**config.mk**
```make
export PLATFORM = sky130hd
export DESIGN_NAME = wkm_wake_ctrl
export DESIGN_NICKNAME = d
export VERILOG_FILES = /design/src/shared/wkm_pkg.sv /design/src/hdl/wkm_msg_rx.sv /design/src/hdl/wkm_wake_ctrl.sv
export SDC_FILE = /design/constraint.sdc
export NUM_CORES = 1
export LEC_CHECK = 0
export BUFFER_PORTS_ARGS = -buffer_cell sky130_fd_sc_hd__buf_4
export CORE_MARGIN = 2
export CORE_UTILIZATION = 27
export CTS_BUF_LIST = sky130_fd_sc_hd__clkbuf_8
export CTS_CLUSTER_SIZE = 24
export DETAILED_ROUTE_END_ITERATION = 8
export SLEW_MARGIN = 20
export SYNTH_ARGS = -nofsm -noshare
export SYNTH_HDL_FRONTEND = slang
export SYNTH_SLANG_ARGS = --single-unit
```
**constraint.sdc**
```tcl
create_clock -name clk_i -period 9.39 [get_ports clk_i]
set_input_delay 0.4695 -clock clk_i [delete_from_list [all_inputs] [get_ports clk_i]]
set_output_delay 0.4695 -clock clk_i [all_outputs]
set_load 0.03 [all_outputs]
```
**src/shared/wkm_pkg.sv**
```systemverilog
// Purpose: Shared constants for the wake-up message control block
// Assumes: One 32-bit control word and one 32-bit status word
// Notes: Bit positions of both words and the control word reset value live here
package wkm_pkg;
   // Control word layout
   localparam logic [31:0] WKM_CTRL_RESET = 32'h7f8be110;
   localparam logic [31:0] WKM_CTRL_RSV_MASK = 32'h00000003;
   localparam int WKM_EN_BIT = 31;
   localparam int WKM_DATA_BIT = 30;
   localparam int WKM_STOP_BIT = 29;
   localparam int WKM_LEN_HI = 28;
   localparam int WKM_LEN_LO = 24;
   localparam int WKM_ADDR_BIT = 23;
   localparam int WKM_DBG_BIT = 22;
   localparam int WKM_PER_HI = 21;
   localparam int WKM_PER_LO = 13;
   localparam int WKM_RSSI_HI = 12;
   localparam int WKM_RSSI_LO = 6;
   localparam int WKM_HDR_HI = 5;
   localparam int WKM_HDR_LO = 3;
   localparam int WKM_NOSTUFF_BIT = 2;
   // Status word layout
   localparam int WKM_ST_WAKE_BIT = 17;
   localparam int WKM_ST_FAULT_BIT = 15;
   localparam int WKM_ST_LEN_HI = 14;
   localparam int WKM_ST_LEN_LO = 10;
   // Message framing
   localparam logic [2:0] WKM_STUFF_RUN = 3'h5;
   localparam logic [2:0] WKM_STOP_RUN = 3'h6;
   localparam logic [5:0] WKM_DATA_MAX = 6'h20;
   localparam logic [5:0] WKM_STOP_TAIL = 6'h05;
   // Timer prescalers
   localparam logic [15:0] WKM_PRE_16 = 16'h0010;
   localparam logic [15:0] WKM_PRE_256 = 16'h0100;
   typedef enum logic [2:0] {
      WKM_OFF,
      WKM_PERIOD,
      WKM_OSC_WAIT,
      WKM_RSSI_WAIT,
      WKM_HDR_WAIT,
      WKM_MSG
   } wkm_state_type;
endpackage

```
**src/hdl/wkm_msg_rx.sv**
```systemverilog
// Purpose: Receives one wake-up message after its header
// Assumes: Bits arrive from logic on the same clock, one per bit_valid_i
// Notes: Stuff bits are dropped; a run of six ones marks the stop field
`timescale 1ns/1ps
module wkm_msg_rx
   import wkm_pkg::*;
#(
   parameter int ADDR_W = 8
)
(
   input wire logic clk_i,
   input wire logic rst_i,
   input wire logic start_i,
   input wire logic abort_i,
   input wire logic use_data_i,
   input wire logic use_stop_i,
   input wire logic use_addr_i,
   input wire logic no_stuff_i,
   input wire logic [4:0] payload_length_i,
   input wire logic [ADDR_W-1:0] target_addr_i,
   input wire logic bit_valid_i,
   input wire logic bit_i,
   output logic done_o,
   output logic ok_o,
   output logic err_o,
   output logic [4:0] len_o,
   output logic [31:0] payload_o
);
   logic active_ff, data_ph_ff, last_ff;
   logic [2:0] run_ff;
   logic [7:0] acnt_ff;
   logic [5:0] dcnt_ff;
   logic [ADDR_W-1:0] addr_ff;
   logic [36:0] sh_ff;
   logic done_ff, ok_ff, err_ff;
   logic [4:0] len_ff;
   logic [31:0] pay_ff;

   wire same_w = bit_i == last_ff;
   wire [2:0] nxt_run = same_w ? run_ff + 3'h1 : 3'h1;
   wire stuff_slot_w = !no_stuff_i && run_ff == WKM_STUFF_RUN;
   wire stop_w = use_stop_i && data_ph_ff && bit_i && last_ff
      && run_ff == WKM_STUFF_RUN;
   wire stuff_err_w = stuff_slot_w && same_w && !stop_w;
   wire take_w = active_ff && bit_valid_i && !abort_i;
   wire keep_w = take_w && !stuff_slot_w;
   wire addr_last_w = !data_ph_ff && acnt_ff == 8'(ADDR_W - 1);
   wire addr_ok_w = {addr_ff[ADDR_W-2:0], bit_i} == target_addr_i;
   wire [5:0] nxt_dcnt = dcnt_ff + 6'h1;
   wire fix_end_w = !use_stop_i && nxt_dcnt == {1'b0, payload_length_i} + 6'h1;
   wire ovf_w = use_stop_i && nxt_dcnt == WKM_DATA_MAX + WKM_STOP_TAIL;
   wire [36:0] nxt_sh = {sh_ff[35:0], bit_i};
   wire [5:0] stop_len_w = nxt_dcnt - WKM_STOP_TAIL;
   wire short_stop_w = nxt_dcnt <= WKM_STOP_TAIL;
   wire empty_w = !use_addr_i && !use_data_i;

   always_ff @(posedge clk_i or posedge rst_i)
   begin
      if (rst_i)
      begin
         active_ff <= 1'b0;
         data_ph_ff <= 1'b0;
         last_ff <= 1'b0;
         run_ff <= 3'h0;
         acnt_ff <= 8'h00;
         dcnt_ff <= 6'h00;
         addr_ff <= '0;
         sh_ff <= 37'h0;
         done_ff <= 1'b0;
         ok_ff <= 1'b0;
         err_ff <= 1'b0;
         len_ff <= 5'h00;
         pay_ff <= 32'h0;
      end
      else
      begin
         done_ff <= 1'b0;
         if (start_i && empty_w)
         begin
            done_ff <= 1'b1;
            ok_ff <= 1'b1;
            err_ff <= 1'b0;
            len_ff <= 5'h00;
            pay_ff <= 32'h0;
         end
         else if (start_i)
         begin
            active_ff <= 1'b1;
            data_ph_ff <= !use_addr_i;
            run_ff <= 3'h0;
            acnt_ff <= 8'h00;
            dcnt_ff <= 6'h00;
            sh_ff <= 37'h0;
         end
         else if (abort_i)
            active_ff <= 1'b0;
         else if (take_w)
         begin
            last_ff <= bit_i;
            run_ff <= stuff_slot_w && !same_w ? 3'h1 : nxt_run;
            if (stop_w || stuff_err_w)
            begin
               active_ff <= 1'b0;
               done_ff <= 1'b1;
               ok_ff <= stop_w && !short_stop_w;
               err_ff <= stuff_err_w || short_stop_w;
               len_ff <= stop_len_w[4:0] - 5'h1;
               pay_ff <= nxt_sh[36:5];
            end
            else if (keep_w && !data_ph_ff)
            begin
               addr_ff <= {addr_ff[ADDR_W-2:0], bit_i};
               acnt_ff <= acnt_ff + 8'h1;
               if (addr_last_w)
               begin
                  data_ph_ff <= 1'b1;
                  if (!addr_ok_w || !use_data_i)
                  begin
                     active_ff <= 1'b0;
                     done_ff <= 1'b1;
                     ok_ff <= addr_ok_w;
                     err_ff <= !addr_ok_w;
                     len_ff <= 5'h00;
                     pay_ff <= 32'h0;
                  end
               end
            end
            else if (keep_w)
            begin
               sh_ff <= nxt_sh;
               dcnt_ff <= nxt_dcnt;
               if (use_stop_i && !no_stuff_i && nxt_run == WKM_STOP_RUN && bit_i)
                  run_ff <= nxt_run;
               if (fix_end_w || ovf_w || (use_stop_i && no_stuff_i && bit_i
                  && nxt_run == WKM_STOP_RUN))
               begin
                  active_ff <= 1'b0;
                  done_ff <= 1'b1;
                  ok_ff <= fix_end_w || (!ovf_w && !short_stop_w);
                  err_ff <= ovf_w || (!fix_end_w && short_stop_w);
                  len_ff <= fix_end_w ? payload_length_i : stop_len_w[4:0] - 5'h1;
                  pay_ff <= fix_end_w ? nxt_sh[31:0] : nxt_sh[36:5];
               end
            end
         end
      end
   end

   assign done_o = done_ff;
   assign ok_o = ok_ff;
   assign err_o = err_ff;
   assign len_o = len_ff;
   assign payload_o = pay_ff;
endmodule

```
**src/hdl/wkm_wake_ctrl.sv**
```systemverilog
// Purpose: Wake-up control word and periodic scan sequencer
// Assumes: Scan ticks come from the RC and reference oscillator domains
// Notes: Register port is the parallel side of the serial host link
// How it works
// - Enable bit starts scanning; valid message clears it
// - Bit 30 selects message data field
// - Stop clear means fixed data length
// - Stop set ends data at stop field
// - Length field holds length minus one
// - Bit 23 selects target field, reset one
// - Debug bit enables the status fault flag
// - Scan interval timed by 10 ms ticks
// - Signal-level check delay from 1 ms ticks
// - Check delay counts from oscillator start
// - Header delay is multiple of check delay
// - Bit 2 set disables bit stuffing
// - Control word resets to 7f8be110
// - Status bit 17 mirrors wake alert
// - Status bits 14-10 give stored length
// - Status bit 15 flags faulty message
`timescale 1ns/1ps
module wkm_wake_ctrl
   import wkm_pkg::*;
#(
   parameter int ADDR_W = 8
)
(
   input wire logic clk_i,
   input wire logic rst_i,
   input wire logic ctrl_wr_i,
   input wire logic [31:0] ctrl_wdata_i,
   output logic [31:0] ctrl_rdata_o,
   output logic [31:0] status_o,
   output logic [31:0] wake_payload_store_o,
   input wire logic [ADDR_W-1:0] target_addr_i,
   input wire logic rc_tick_i,
   input wire logic ms_tick_i,
   input wire logic osc_ready_i,
   output logic osc_en_o,
   output logic rx_en_o,
   input wire logic signal_level_check_i,
   input wire logic header_found_i,
   input wire logic bit_valid_i,
   input wire logic bit_i,
   output logic wake_alert_o
);
   logic [31:0] ctrl_ff;
   wkm_state_type state_ff, nxt_state;
   logic [15:0] cnt_ff;
   logic [4:0] mult_ff;
   logic wake_ff, fault_ff;
   logic [2:0] rc_sync_ff, ms_sync_ff;
   logic [1:0] rdy_sync_ff;
   logic done_w, ok_w, err_w;
   logic [4:0] rx_len_w;
   logic [4:0] len_ff;
   logic [31:0] pay_w;

   function automatic logic [4:0] hdr_mult(input logic [2:0] code);
      case (code)
         3'h5: hdr_mult = 5'h08;
         3'h6: hdr_mult = 5'h10;
         3'h7: hdr_mult = 5'h1f;
         default: hdr_mult = {2'h0, code};
      endcase
   endfunction

   // Oscillator-domain inputs, two flops; the two ticks then an edge stage
   always_ff @(posedge clk_i or posedge rst_i)
   begin
      if (rst_i)
      begin
         rc_sync_ff <= 3'h0;
         ms_sync_ff <= 3'h0;
         rdy_sync_ff <= 2'h0;
      end
      else
      begin
         rc_sync_ff <= {rc_sync_ff[1:0], rc_tick_i};
         ms_sync_ff <= {ms_sync_ff[1:0], ms_tick_i};
         rdy_sync_ff <= {rdy_sync_ff[0], osc_ready_i};
      end
   end

   wire rc_tick_w = rc_sync_ff[1] && !rc_sync_ff[2];
   wire ms_tick_w = ms_sync_ff[1] && !ms_sync_ff[2];
   wire osc_rdy_w = rdy_sync_ff[1];

   wire en_w = ctrl_ff[WKM_EN_BIT];
   wire [8:0] per_w = ctrl_ff[WKM_PER_HI:WKM_PER_LO];
   wire [6:0] rssi_w = ctrl_ff[WKM_RSSI_HI:WKM_RSSI_LO];
   wire [4:0] mult_w = hdr_mult(ctrl_ff[WKM_HDR_HI:WKM_HDR_LO]);
   // Period in 10 ms ticks: prescale times count, plus one
   wire [15:0] per_pre_w = per_w[8:7] == 2'h3 ? WKM_PRE_256
      : per_w[8:7] == 2'h0 ? 16'h0001 : WKM_PRE_16;
   wire [15:0] per_ticks_w = per_w[8:7] == 2'h0 ? {9'h0, per_w[6:0]} + 16'h1
      : 16'(per_pre_w * {9'h0, per_w[6:0]}) + 16'h1;
   // Check delay in 1 ms ticks: prescale times (count plus one)
   wire [15:0] rssi_ticks_w = rssi_w[6] ? {5'h0, {1'b0, rssi_w[5:0]} + 7'h01, 4'h0}
      : {10'h0, rssi_w[5:0]} + 16'h1;
   wire in_tick_w = state_ff == WKM_PERIOD ? rc_tick_w : ms_tick_w;
   wire [15:0] cnt_inc_w = cnt_ff + 16'h1;
   wire per_end_w = state_ff == WKM_PERIOD && rc_tick_w && cnt_inc_w >= per_ticks_w;
   wire dly_state_w = state_ff == WKM_RSSI_WAIT || state_ff == WKM_HDR_WAIT;
   wire dly_end_w = dly_state_w && ms_tick_w && cnt_inc_w >= rssi_ticks_w;
   wire hdr_now_w = state_ff == WKM_RSSI_WAIT && dly_end_w && mult_w == 5'h00;
   wire start_w = (hdr_now_w || (state_ff == WKM_HDR_WAIT && dly_end_w
      && mult_ff == 5'h01)) && signal_level_check_i && header_found_i;
   wire good_w = done_w && ok_w && !(err_w && ctrl_ff[WKM_DBG_BIT]);
   wire abort_w = ctrl_wr_i && !ctrl_wdata_i[WKM_EN_BIT];

   always_comb
   begin
      nxt_state = state_ff;
      case (state_ff)
         WKM_OFF:
            if (en_w)
               nxt_state = WKM_PERIOD;
         WKM_PERIOD:
            if (per_end_w)
               nxt_state = WKM_OSC_WAIT;
         WKM_OSC_WAIT:
            if (osc_rdy_w)
               nxt_state = WKM_RSSI_WAIT;
         WKM_RSSI_WAIT:
            if (dly_end_w && !signal_level_check_i)
               nxt_state = WKM_PERIOD;
            else if (start_w)
               nxt_state = WKM_MSG;
            else if (dly_end_w && mult_w == 5'h00)
               nxt_state = WKM_PERIOD;
            else if (dly_end_w)
               nxt_state = WKM_HDR_WAIT;
         WKM_HDR_WAIT:
            if (start_w)
               nxt_state = WKM_MSG;
            else if (dly_end_w && mult_ff == 5'h01)
               nxt_state = WKM_PERIOD;
         WKM_MSG:
            if (good_w)
               nxt_state = WKM_OFF;
            else if (done_w)
               nxt_state = WKM_PERIOD;
         default:
            nxt_state = WKM_OFF;
      endcase
      if (!en_w || abort_w)
         nxt_state = WKM_OFF;
   end

   always_ff @(posedge clk_i or posedge rst_i)
   begin
      if (rst_i)
      begin
         state_ff <= WKM_OFF;
         cnt_ff <= 16'h0;
         mult_ff <= 5'h00;
      end
      else
      begin
         state_ff <= nxt_state;
         if (nxt_state != state_ff || dly_end_w)
            cnt_ff <= 16'h0;
         else if (in_tick_w)
            cnt_ff <= cnt_inc_w;
         if (state_ff == WKM_RSSI_WAIT)
            mult_ff <= mult_w;
         else if (state_ff == WKM_HDR_WAIT && dly_end_w)
            mult_ff <= mult_ff - 5'h1;
      end
   end

   // Control word; host write wins over the hardware clear
   always_ff @(posedge clk_i or posedge rst_i)
   begin
      if (rst_i)
         ctrl_ff <= WKM_CTRL_RESET;
      else if (ctrl_wr_i)
         ctrl_ff <= ctrl_wdata_i & ~WKM_CTRL_RSV_MASK;
      else if (state_ff == WKM_MSG && good_w)
         ctrl_ff[WKM_EN_BIT] <= 1'b0;
   end

   // Status flags; a new event wins over the clear by re-enable
   wire rearm_w = ctrl_wr_i && ctrl_wdata_i[WKM_EN_BIT];
   wire wake_set_w = state_ff == WKM_MSG && good_w;
   wire fault_set_w = state_ff == WKM_MSG && done_w && err_w && ctrl_ff[WKM_DBG_BIT];

   always_ff @(posedge clk_i or posedge rst_i)
   begin
      if (rst_i)
      begin
         wake_ff <= 1'b0;
         fault_ff <= 1'b0;
         len_ff <= 5'h00;
      end
      else
      begin
         wake_ff <= wake_set_w || (wake_ff && !rearm_w);
         fault_ff <= fault_set_w || (fault_ff && !rearm_w);
         if (wake_set_w)
            len_ff <= rx_len_w;
      end
   end

   wkm_msg_rx #(
      .ADDR_W(ADDR_W)
   ) u_msg_rx (
      .clk_i(clk_i),
      .rst_i(rst_i),
      .start_i(start_w),
      .abort_i(nxt_state != WKM_MSG && state_ff == WKM_MSG && !done_w),
      .use_data_i(ctrl_ff[WKM_DATA_BIT]),
      .use_stop_i(ctrl_ff[WKM_STOP_BIT]),
      .use_addr_i(ctrl_ff[WKM_ADDR_BIT]),
      .no_stuff_i(ctrl_ff[WKM_NOSTUFF_BIT]),
      .payload_length_i(ctrl_ff[WKM_LEN_HI:WKM_LEN_LO]),
      .target_addr_i(target_addr_i),
      .bit_valid_i(bit_valid_i),
      .bit_i(bit_i),
      .done_o(done_w),
      .ok_o(ok_w),
      .err_o(err_w),
      .len_o(rx_len_w),
      .payload_o(pay_w)
   );

   logic [31:0] store_ff;
   always_ff @(posedge clk_i or posedge rst_i)
   begin
      if (rst_i)
         store_ff <= 32'h0;
      else if (wake_set_w)
         store_ff <= pay_w;
   end

   wire [31:0] status_w = (32'(wake_ff) << WKM_ST_WAKE_BIT)
      | (32'(fault_ff) << WKM_ST_FAULT_BIT)
      | (32'(len_ff) << WKM_ST_LEN_LO);

   assign ctrl_rdata_o = ctrl_ff;
   assign status_o = status_w;
   assign wake_payload_store_o = store_ff;
   assign wake_alert_o = wake_ff;
   assign osc_en_o = state_ff != WKM_OFF && state_ff != WKM_PERIOD;
   assign rx_en_o = state_ff == WKM_RSSI_WAIT || state_ff == WKM_HDR_WAIT
      || state_ff == WKM_MSG;
endmodule

```
==> results.txt, run 1 <==
worst-path maximum fanout = 16
post-route ant nets = 0
Wirelength per Cell = 15.92 µm
Synth Flop Type = dfrtp_1
initial antenna violation count = 0
Largest stage delay, worst path = 570 ps
Setup crit end kind = register
clock sink count = 204
PwrDens = 157.6 nW/µm²
most frequent cells in the layout = dfrtp_1, nand2_1, buf_4
post-synthesis sequential area ratio = 0.4457
core footprint = 41,950 µm²
Fin. Hold Viols = 0
final setup skew = 31.12 ps
startpoint class of the critical path = register
total power = 2141 µW
n_diodes = 0
num rows = 75
Worst R2R Start = ctrl_rdata_o[20]
RSZ-0062 raised after global routing = false
grt ovf = 0
reg2reg setup slack = 3450 ps
Initial Util = 0.2742
cell repeated most along the worst path = ha_1
Setup crit start = ctrl_rdata_o[20]
CTS-repair resized insts = 0
final net count = 1,351
Max-slew headroom = 0.4002
Worst-Skew Late Latency = 570 ps
post-synthesis cell count = 1,130
Leak = 0.006529 µW
mapped cell area = 11,500 µm²
worst setup path endpoint = cnt_ff[15]
Remaining DRCs = 0
number of library cell types mapped by synthesis = 72
I/O Buffers = 119
worst slew pin tran = 896.4 ps
Final Routed Wirelength = 28,770 µm
slowest stage cell, crit path = a221o_1
DPL Wire Length = 19,290 µm
vias per cell = 4.788
ratio of cells with drive above 1 in the final layout = 0.2468
largest net degree at the start of global routing = 83
clk slew on worst S/H paths = 60 ps
flops & latches, synth = 204
Die W = 210.4 µm
number of I/O pins = 149
Die H = 210.4 µm
hold_sp = bit_valid_i
WP data arrival = 6420 ps
Final Setup Violations = 0
required time of the critical path = 9870 ps
die area = 44,260 µm²
Num CTS Buffers = 38
fin. max-slew vios = 0
Final TNS setup = 0 ps
htree depth = 2
synth warn = 0
CTS tree = done
all-layer global routing usage = 0.1304
status = finished clean
drt first pass iters = 6
Area Growth Syn to Fin = 18.10%
part of the cycle the worst path needs = 0.6329
CTS root buffer = clkbuf_8
DR vias = 8,652
Post-synth EDFFs = 0
synthesized area per cell = 10.18 µm²
asr flop ratio synth = 1.000
Iter 0 DRT Violations = 449
gp weighted congestion = 0.8638
critical path class = register to register
Peak VDD IR = 0.00007577 V
worst hold path class = input port to register
reg2reg path depth = 24
worst-path cell chain = inv_1 -> ha_1 -> and2_1 -> ha_1 -> ha_1 -> fa_1 -> ha_1 -> a21o_1 -> a21oi_1 -> nor2_1 -> a21o_1 -> a21oi_1 -> xor2_1 -> nand2b_1 -> ha_1 -> nor2b_1 -> o21ai_0 -> nand3_1 -> a311oi_1 -> nor2_1 -> o21ba_2 -> or2_2 -> a221o_1 -> nor4_1
FF-to-FF End = cnt_ff[15]
Max Root-Sink Buffers = 3
first-pass GRT wire length = 46,480 µm
most common cell after layout, fill and taps aside = dfrtp_1
vias in the first global route = 8,765
final critical-path required period = 5943 ps
max-cap check violation count = 0
highest clock rate = 168.3 MHz
-- worst max-delay path, delay by kind of cell, from the launching register on --
kind | cells | cell delay (ps)
xor+xnor | 1 | 160
buf+inv | 1 | 90
flops | 1 | 370
compound gates | 8 | 2000
simple gates | 8 | 1390
fa+ha+maj | 6 | 1840
-- cell type report --
type	count	area [µm²]
tap	539	674.4
clock inverter	22	147.6
timing repair buffer	132	1001
sequential	204	5125
inverter	24	97.59
multi-input combinational	839	5889
fill	4277	28360
clock buffer	47	646.9
-- metrics by stage --
step	cell area [µm²]	cells	hold WS, ps	setup WS, ps	util
after global placement	12750	1734	338.9	3521	0.3039
after CTS	13580	1807	34.93	3421	0.3238
after floorplan	11600	1156	331.2	3380	-
after global routing	13580	1807	57.84	3037	0.3238
final	13580	1807	97.69	3447	0.3238
after detailed placement	12750	1734	337.8	3447	0.3039
-- cell families after synthesis --
family / share of synthesized area
muxes: 0.08258
AOI/OAI and AO/OA: 0.1199
buffers and inverters: 0.05299
DFF: 0.4457
other: 0.0003261
and+or+nand+nor: 0.1733
xor gates and xnor gates: 0.05712
adders and majority gates: 0.06811
-- power by group --
group	switching, µW	internal (µW)
Sequential	41.0	907
Combinational	174	130
Clock	401	486
Total	616	1520
-- synth_stat cells, types with 6 or more instances --
master,number,area (µm²)
dfrtp_1,188,4705
xor2_1,30,262.8
mux2_2,69,777.0
nand3_1,31,155.2
nand4_1,10,62.56
buf_2,13,65.06
mux2i_1,15,150.1
nor2b_1,6,37.54
nor3b_1,6,45.04
nor2_1,43,161.4
dfstp_2,16,420.4
and3_1,42,262.8
a221o_2,14,157.7
clkbuf_1,32,120.1
nand2_1,156,585.6
and2_1,22,137.6
a21o_1,10,75.07
a221o_1,23,230.2
buf_6,6,67.56
nor3_1,28,140.1
xnor2_1,45,394.1
nand2b_1,15,93.84
buf_4,33,247.7
inv_1,24,90.09
ha_1,61,763.2
o21ai_0,71,355.3
a21oi_1,30,150.1
a31oi_1,6,37.54
-- state kept, by name (all words and copies together) (netlist names), 2 cells and up --
name,flops
cnt_ff,16
ctrl_rdata_o,30
len_ff,5
ms_sync_ff,3
mult_ff,5
rc_sync_ff,3
rdy_sync_ff,2
state_ff,3
u_msg_rx.acnt_ff,8
u_msg_rx.addr_ff,7
u_msg_rx.dcnt_ff,6
u_msg_rx.len_o,5
u_msg_rx.payload_o,32
u_msg_rx.run_ff,3
u_msg_rx.sh_ff,36
wake_payload_store_o,32
-- repair_timing --
item / 4_1_cts / 5_1_grt
hold buffers: 4 / 0
endpoints found under the setup margin: 0 / 0
endpoints found under the hold margin: 82 / 0
buffers inserted: 0 / 0
-- routing by layer --
layer  global-route usage  wire (µm)  up-vias
met2               0.2196      13740      186
met1               0.1663      13060     4259
li1                     -          -     4163
met4              0.04298        626        0
met5                    0          0        -
met3              0.02801       1345       44
-- worst min path at each step --
stage | cells after the start | endpoint | slack, ps
floorplan | 0 | ms_sync_ff[1] | 330
global placement | 0 | rdy_sync_ff[1] | 340
detailed placement | 0 | rdy_sync_ff[1] | 340
CTS | 2 | u_msg_rx.active_ff | 30
global route | 2 | u_msg_rx.active_ff | 60
finish | 2 | u_msg_rx.active_ff | 100
(Power assumes the default switching activity.)
==> inputs of run 2 (changes only) <==
Settings changed: ABC_AREA from default to 1.
Clock period 9.39 ns to 5.5 ns, I/O delays scaled along.
==> results.txt, run 2 <==
status = finished clean
Final Routed Wirelength = 34,650 µm
FF-to-FF End = u_msg_rx.sh_ff[5]
clock sink count = 204
Initial Util = 0.2731
reg2reg setup slack = 280 ps
flops & latches, synth = 204
post-synthesis cell count = 1,648
Wirelength per Cell = 14.18 µm
post-route ant nets = 0
num rows = 78
most common cell in the netlist = nand2_1
max-cap check violation count = 0
n_diodes = 0
most common cell after layout, fill and taps aside = nand2_1
post-synth top area cell = dfrtp_1
Final TNS setup = 0 ps
Largest stage delay, worst path = 450 ps
gp weighted congestion = 0.8669
Buf/Inv on CP = 12
all-layer global routing usage = 0.1411
synth warn = 0
Sw Ratio = 0.3249
DPL Wire Length = 23,190 µm
Fin. Hold Viols = 0
Final Setup Violations = 0
fillers = 4,748
I/O Buffers = 119
highest clock rate = 191.7 MHz
Num CTS Buffers = 39
Worst-Skew Late Latency = 570 ps
switching power total = 1383 µW
Int Power = 2873 µW
core footprint = 45,280 µm²
Clk pwr share = 0.372
slowest stage cell, crit path = fa_1
Sequential Power Share = 0.397
CTS tree = done
vias in the first global route = 10,830
DR vias = 11,200
fin. max-slew vios = 0
Worst R2R Start = ctrl_rdata_o[21]
largest reg by FF count = u_msg_rx.sh_ff
Leak = 0.007849 µW
part of the cycle the worst path needs = 0.9485
worst hold path class = input port to register
Remaining DRCs = 0
WP data arrival = 5680 ps
post-synthesis sequential area ratio = 0.4144
ratio of cells with drive above 1 in the final layout = 0.1876
final critical-path required period = 5217 ps
die area = 47,530 µm²
hold path depth = 4
ranking of synthesized cells by area = dfrtp_1, nand2_1, ha_1
Layout Utilization = 0.3430
most frequent cells in the layout = nand2_1, dfrtp_1, inv_1
top-area cell type share of the netlist area = 0.3804
WHS Endpoint = u_msg_rx.active_ff
mapped cell area = 12,370 µm²
hold_sp = bit_valid_i
asr flop ratio synth = 1.000
final net count = 1,926
number of I/O pins = 149
grt ovf = 0
vias per cell = 4.583
Post-synth EDFFs = 0
required time of the critical path = 5960 ps
max FFs per register = 36
Die H = 218.0 µm
drt first pass iters = 5
Comb pwr share = 0.231
worst slew pin tran = 921.0 ps
Max Root-Sink Buffers = 3
PwrDens = 274.0 nW/µm²
number of library cell types mapped by synthesis = 52
final setup skew = 28.15 ps
critical path class = register to register
Synth Flop Type = dfrtp_1
CTS root buffer = clkbuf_8
synthesized area per cell = 7.504 µm²
Peak VDD IR = 0.0001297 V
total power = 4256 µW
Die W = 218.0 µm
Area Growth Syn to Fin = 25.59%
worst-path maximum fanout = 10
reg2reg path depth = 42
Post-synth top cells = nand2_1, dfrtp_1, inv_1
cell family with most CP delay = adder cells
initial antenna violation count = 0
startpoint class of the critical path = register
Setup crit end kind = register
Iter 0 DRT Violations = 584
Max-slew headroom = 0.3860
largest net degree at the start of global routing = 153
htree depth = 2
first-pass GRT wire length = 54,790 µm
Setup crit start = ctrl_rdata_o[21]
clk slew on worst S/H paths = 60 ps
-- run 2: final cells by class --
class	instances	area [µm²]	share of cell area
flip-flops and latches	204	5125	0.3300
inverters	189	715.7	0.04608
repair buffers	198	1881	0.1211
well taps	600	750.7	0.04834
clock inverters	20	130.1	0.008378
multi-input cells	1182	6227	0.4010
clock buffers	51	701.9	0.04519
-- run 2: timing repair --
action                                  4_1_cts  5_1_grt
endpoints found under the setup margin       79      118
pin swaps                                     2       18
buffers inserted                              3        8
endpoints found under the hold margin        76        0
cloned                                        2       11
gates resized for setup                       8       44
hold buffers                                 35        0
-- run 2: power groups by stage --
| stage | Clock, µW | Sequential [µW] | Combinational (µW) |
|---|---|---|---|
| after floorplan | 0 | 1720 | 610 |
| after global placement | 0 | 1710 | 830 |
| after detailed placement | 0 | 1710 | 847 |
| after CTS | 1640 | 1690 | 887 |
| after global routing | 1710 | 1700 | 1100 |
| final | 1580 | 1690 | 983 |
-- run 2: worst max-delay path by stage --
stage,endpoint,slack (ps),cells past startpoint
2_1_floorplan,u_msg_rx.dcnt_ff[0],240,42
3_3_place_gp,u_msg_rx.addr_ff[3],50,40
3_5_place_dp,u_msg_rx.addr_ff[3],-90,40
4_1_cts,u_msg_rx.payload_o[4],20,41
5_1_grt,u_msg_rx.sh_ff[5],-120,43
6_report,u_msg_rx.sh_ff[5],280,42
-- run 2: worst reg2reg max path, delay by kind of cell, from the launching register on --
| kind | cells | cell delay [ps] |
|---|---|---|
| AOI/OAI and AO/OA | 8 | 1070 |
| buffers and inverters | 12 | 940 |
| DFF | 1 | 400 |
| adders and majority gates | 6 | 1550 |
| and+or+nand+nor | 16 | 1180 |
-- run 2: cells by family after synthesis --
logic type / Yosys count / synth area share
simple gates: 790 / 0.2693
buf+inv: 289 / 0.1038
compound gates: 264 / 0.1207
flops: 204 / 0.4144
fa+ha+maj: 62 / 0.06333
xor+xnor: 31 / 0.02195
mux: 7 / 0.006171
other cells: 1 / 0.0003032
-- run 2: stage by stage --
| step | hold WS [ps] | std cells | setup slack [ps] | instance area, µm² |
|---|---|---|---|---|
| after floorplan | 306.4 | 1674 | 242.5 | 12470 |
| after global placement | 339.6 | 2314 | 46.74 | 13780 |
| after detailed placement | 340.4 | 2314 | -90.41 | 13780 |
| after CTS | 61.11 | 2425 | 18.45 | 15060 |
| after global routing | 95.42 | 2444 | -119.2 | 15530 |
| final | 110.8 | 2444 | 283.0 | 15530 |
-- run 2: metal layers --
layer,global-route usage,routed length [µm]
met2,0.2367,16460
met5,0,0
met3,0.02734,1829
met1,0.1812,15320
met4,0.04785,1040
==> inputs of run 3 (changes only) <==
Settings changed: CORE_UTILIZATION 27 to 55, PLACE_DENSITY from default to 0.76.
==> results.txt, run 3 (synthesis results as in run 2) <==
status = complete, but fails checks
failing checks = negative hold slack
most common cell after layout, fill and taps aside = nand2_1
WP data arrival = 5860 ps
Die W = 154.0 µm
drt first pass iters = 6
largest net degree at the start of global routing = 160
highest clock rate = 184.1 MHz
all-layer global routing usage = 0.2562
switching power total = 1333 µW
worst hold path class = input port to register
initial antenna violation count = 0
Final Routed Wirelength = 32,690 µm
clk slew on worst S/H paths = 70 ps
Initial Util = 0.5632
Area Growth Syn to Fin = 21.72%
htree depth = 2
max FFs per register = 36
pre-CTS setup slack = 5.385 ps
final net count = 1,922
CTS tree = done
Iter 0 DRT Violations = 891
fillers = 1,717
largest reg by FF count = u_msg_rx.sh_ff
I/O Buffers = 119
post-layout instance area = 15,050 µm²
clock sink count = 204
Int Power = 2755 µW
Largest stage delay, worst path = 480 ps
Fin. Hold Viols = 1
Sequential Power Share = 0.414
required time of the critical path = 5920 ps
Comb pwr share = 0.233
Worst-Skew Late Latency = 550 ps
post-route ant nets = 0
vias per cell = 5.471
DPL Wire Length = 20,730 µm
final setup margin = 68.54 ps
worst slew pin tran = 921.1 ps
first-pass GRT wire length = 50,470 µm
DP Area = 13,330 µm²
Num CTS Buffers = 37
core footprint = 21,960 µm²
PwrDens = 271.6 nW/µm²
Leak = 0.007834 µW
num rows = 54
cell repeated most along the worst path = nand2_1
Setup crit end kind = register
hold_ws = -0.4686 ps
die area = 23,700 µm²
Clk pwr share = 0.353
Peak VDD IR = 0.0001889 V
total power = 4088 µW
max-cap check violation count = 0
part of the cycle the worst path needs = 0.9875
gp weighted congestion = 0.9145
DR vias = 11,580
number of I/O pins = 149
Wirelength per Cell = 15.44 µm
Die H = 154.0 µm
ratio of cells with drive above 1 in the final layout = 0.1813
final cell count without fillers = 2,117
final critical-path required period = 5431 ps
Max Root-Sink Buffers = 3
most frequent cells in the layout = nand2_1, inv_1, dfrtp_1
Sw Ratio = 0.3260
worst-path maximum fanout = 6
CTS root buffer = clkbuf_8
fin. max-slew vios = 0
Remaining DRCs = 0
slowest stage cell, crit path = fa_1
final setup skew = 30.16 ps
n_diodes = 0
startpoint class of the critical path = register
grt ovf = 0
area of the multi-input gates = 6242 µm²
placed cell count = 1,990
FF+latch area = 5125 µm²
Final Setup Violations = 0
critical path class = register to register
vias in the first global route = 10,430
Max-slew headroom = 0.3859
[run 3: final cells by class]
type,count,area share
Multi-Input combinational cell,1182,0.4147
Clock buffer,45,0.04114
Sequential cell,204,0.3405
Tap cell,280,0.02327
Timing Repair Buffer,196,0.1248
Inverter,189,0.04754
Clock inverter,21,0.008146
[run 3: final timing paths]
| check | end | depth (start not counted) | from | slack [ps] |
|---|---|---|---|---|
| max in group asynchronous | wake_payload_store_o[5] | 4 | rst_i | 3860 |
| setup / recovery | u_msg_rx.sh_ff[8] | 38 | ctrl_rdata_o[21] | 70 |
| min in group asynchronous | cnt_ff[7] | 3 | rst_i | 370 |
| hold reg to reg | rdy_sync_ff[1] | 0 | rdy_sync_ff[0] | 340 |
| setup reg to reg | u_msg_rx.sh_ff[8] | 38 | ctrl_rdata_o[21] | 70 |
| hold / removal | ctrl_rdata_o[31] | 3 | ctrl_wdata_i[31] | -0.5 |
[run 3: layer usage]
metal,global-route usage,vias up,wire length [µm]
met2,0.4190,412,15770
li1,-,5610,-
met4,0.08278,0,816
met5,0,-,0
met1,0.3512,5481,13960
met3,0.04059,80,2139
[run 3: timing repair]
item,4_1_cts,5_1_grt
setup buffers,1,9
gates cloned,2,15
hold buffers,33,0
gates resized for setup,7,59
pin swaps,2,29
endpoints found under the setup margin,48,118
endpoints found under the hold margin,67,0
[run 3: worst max-delay path, delay by kind of cell, from the launching register on]
family	cells	cell delay (ps)
DFF	1	420
AOI/OAI and AO/OA	9	1000
buffers and inverters	8	800
and+or+nand+nor	15	1410
adders and majority gates	6	1650
[run 3: power groups by stage]
stage          combinational, µW  sequential (µW)  clock (µW)
2_1_floorplan                610             1720           0
3_3_place_gp                 806             1710           0
3_5_place_dp                 831             1710           0
4_1_cts                      865             1690        1460
5_1_grt                     1070             1700        1540
6_report                     954             1690        1440
[run 3: through the flow]
stage / setup TNS [ps] / hold WS (ps) / util
3_5_place_dp: 0 / 341.1 / 0.6072
6_report: 0 / -0.4686 / 0.6855
3_3_place_gp: 0 / 337.6 / 0.6072
5_1_grt: -17240 / 39.86 / 0.6855
4_1_cts: -1130 / 2.605 / 0.6601
2_1_floorplan: 0 / 306.4 / -
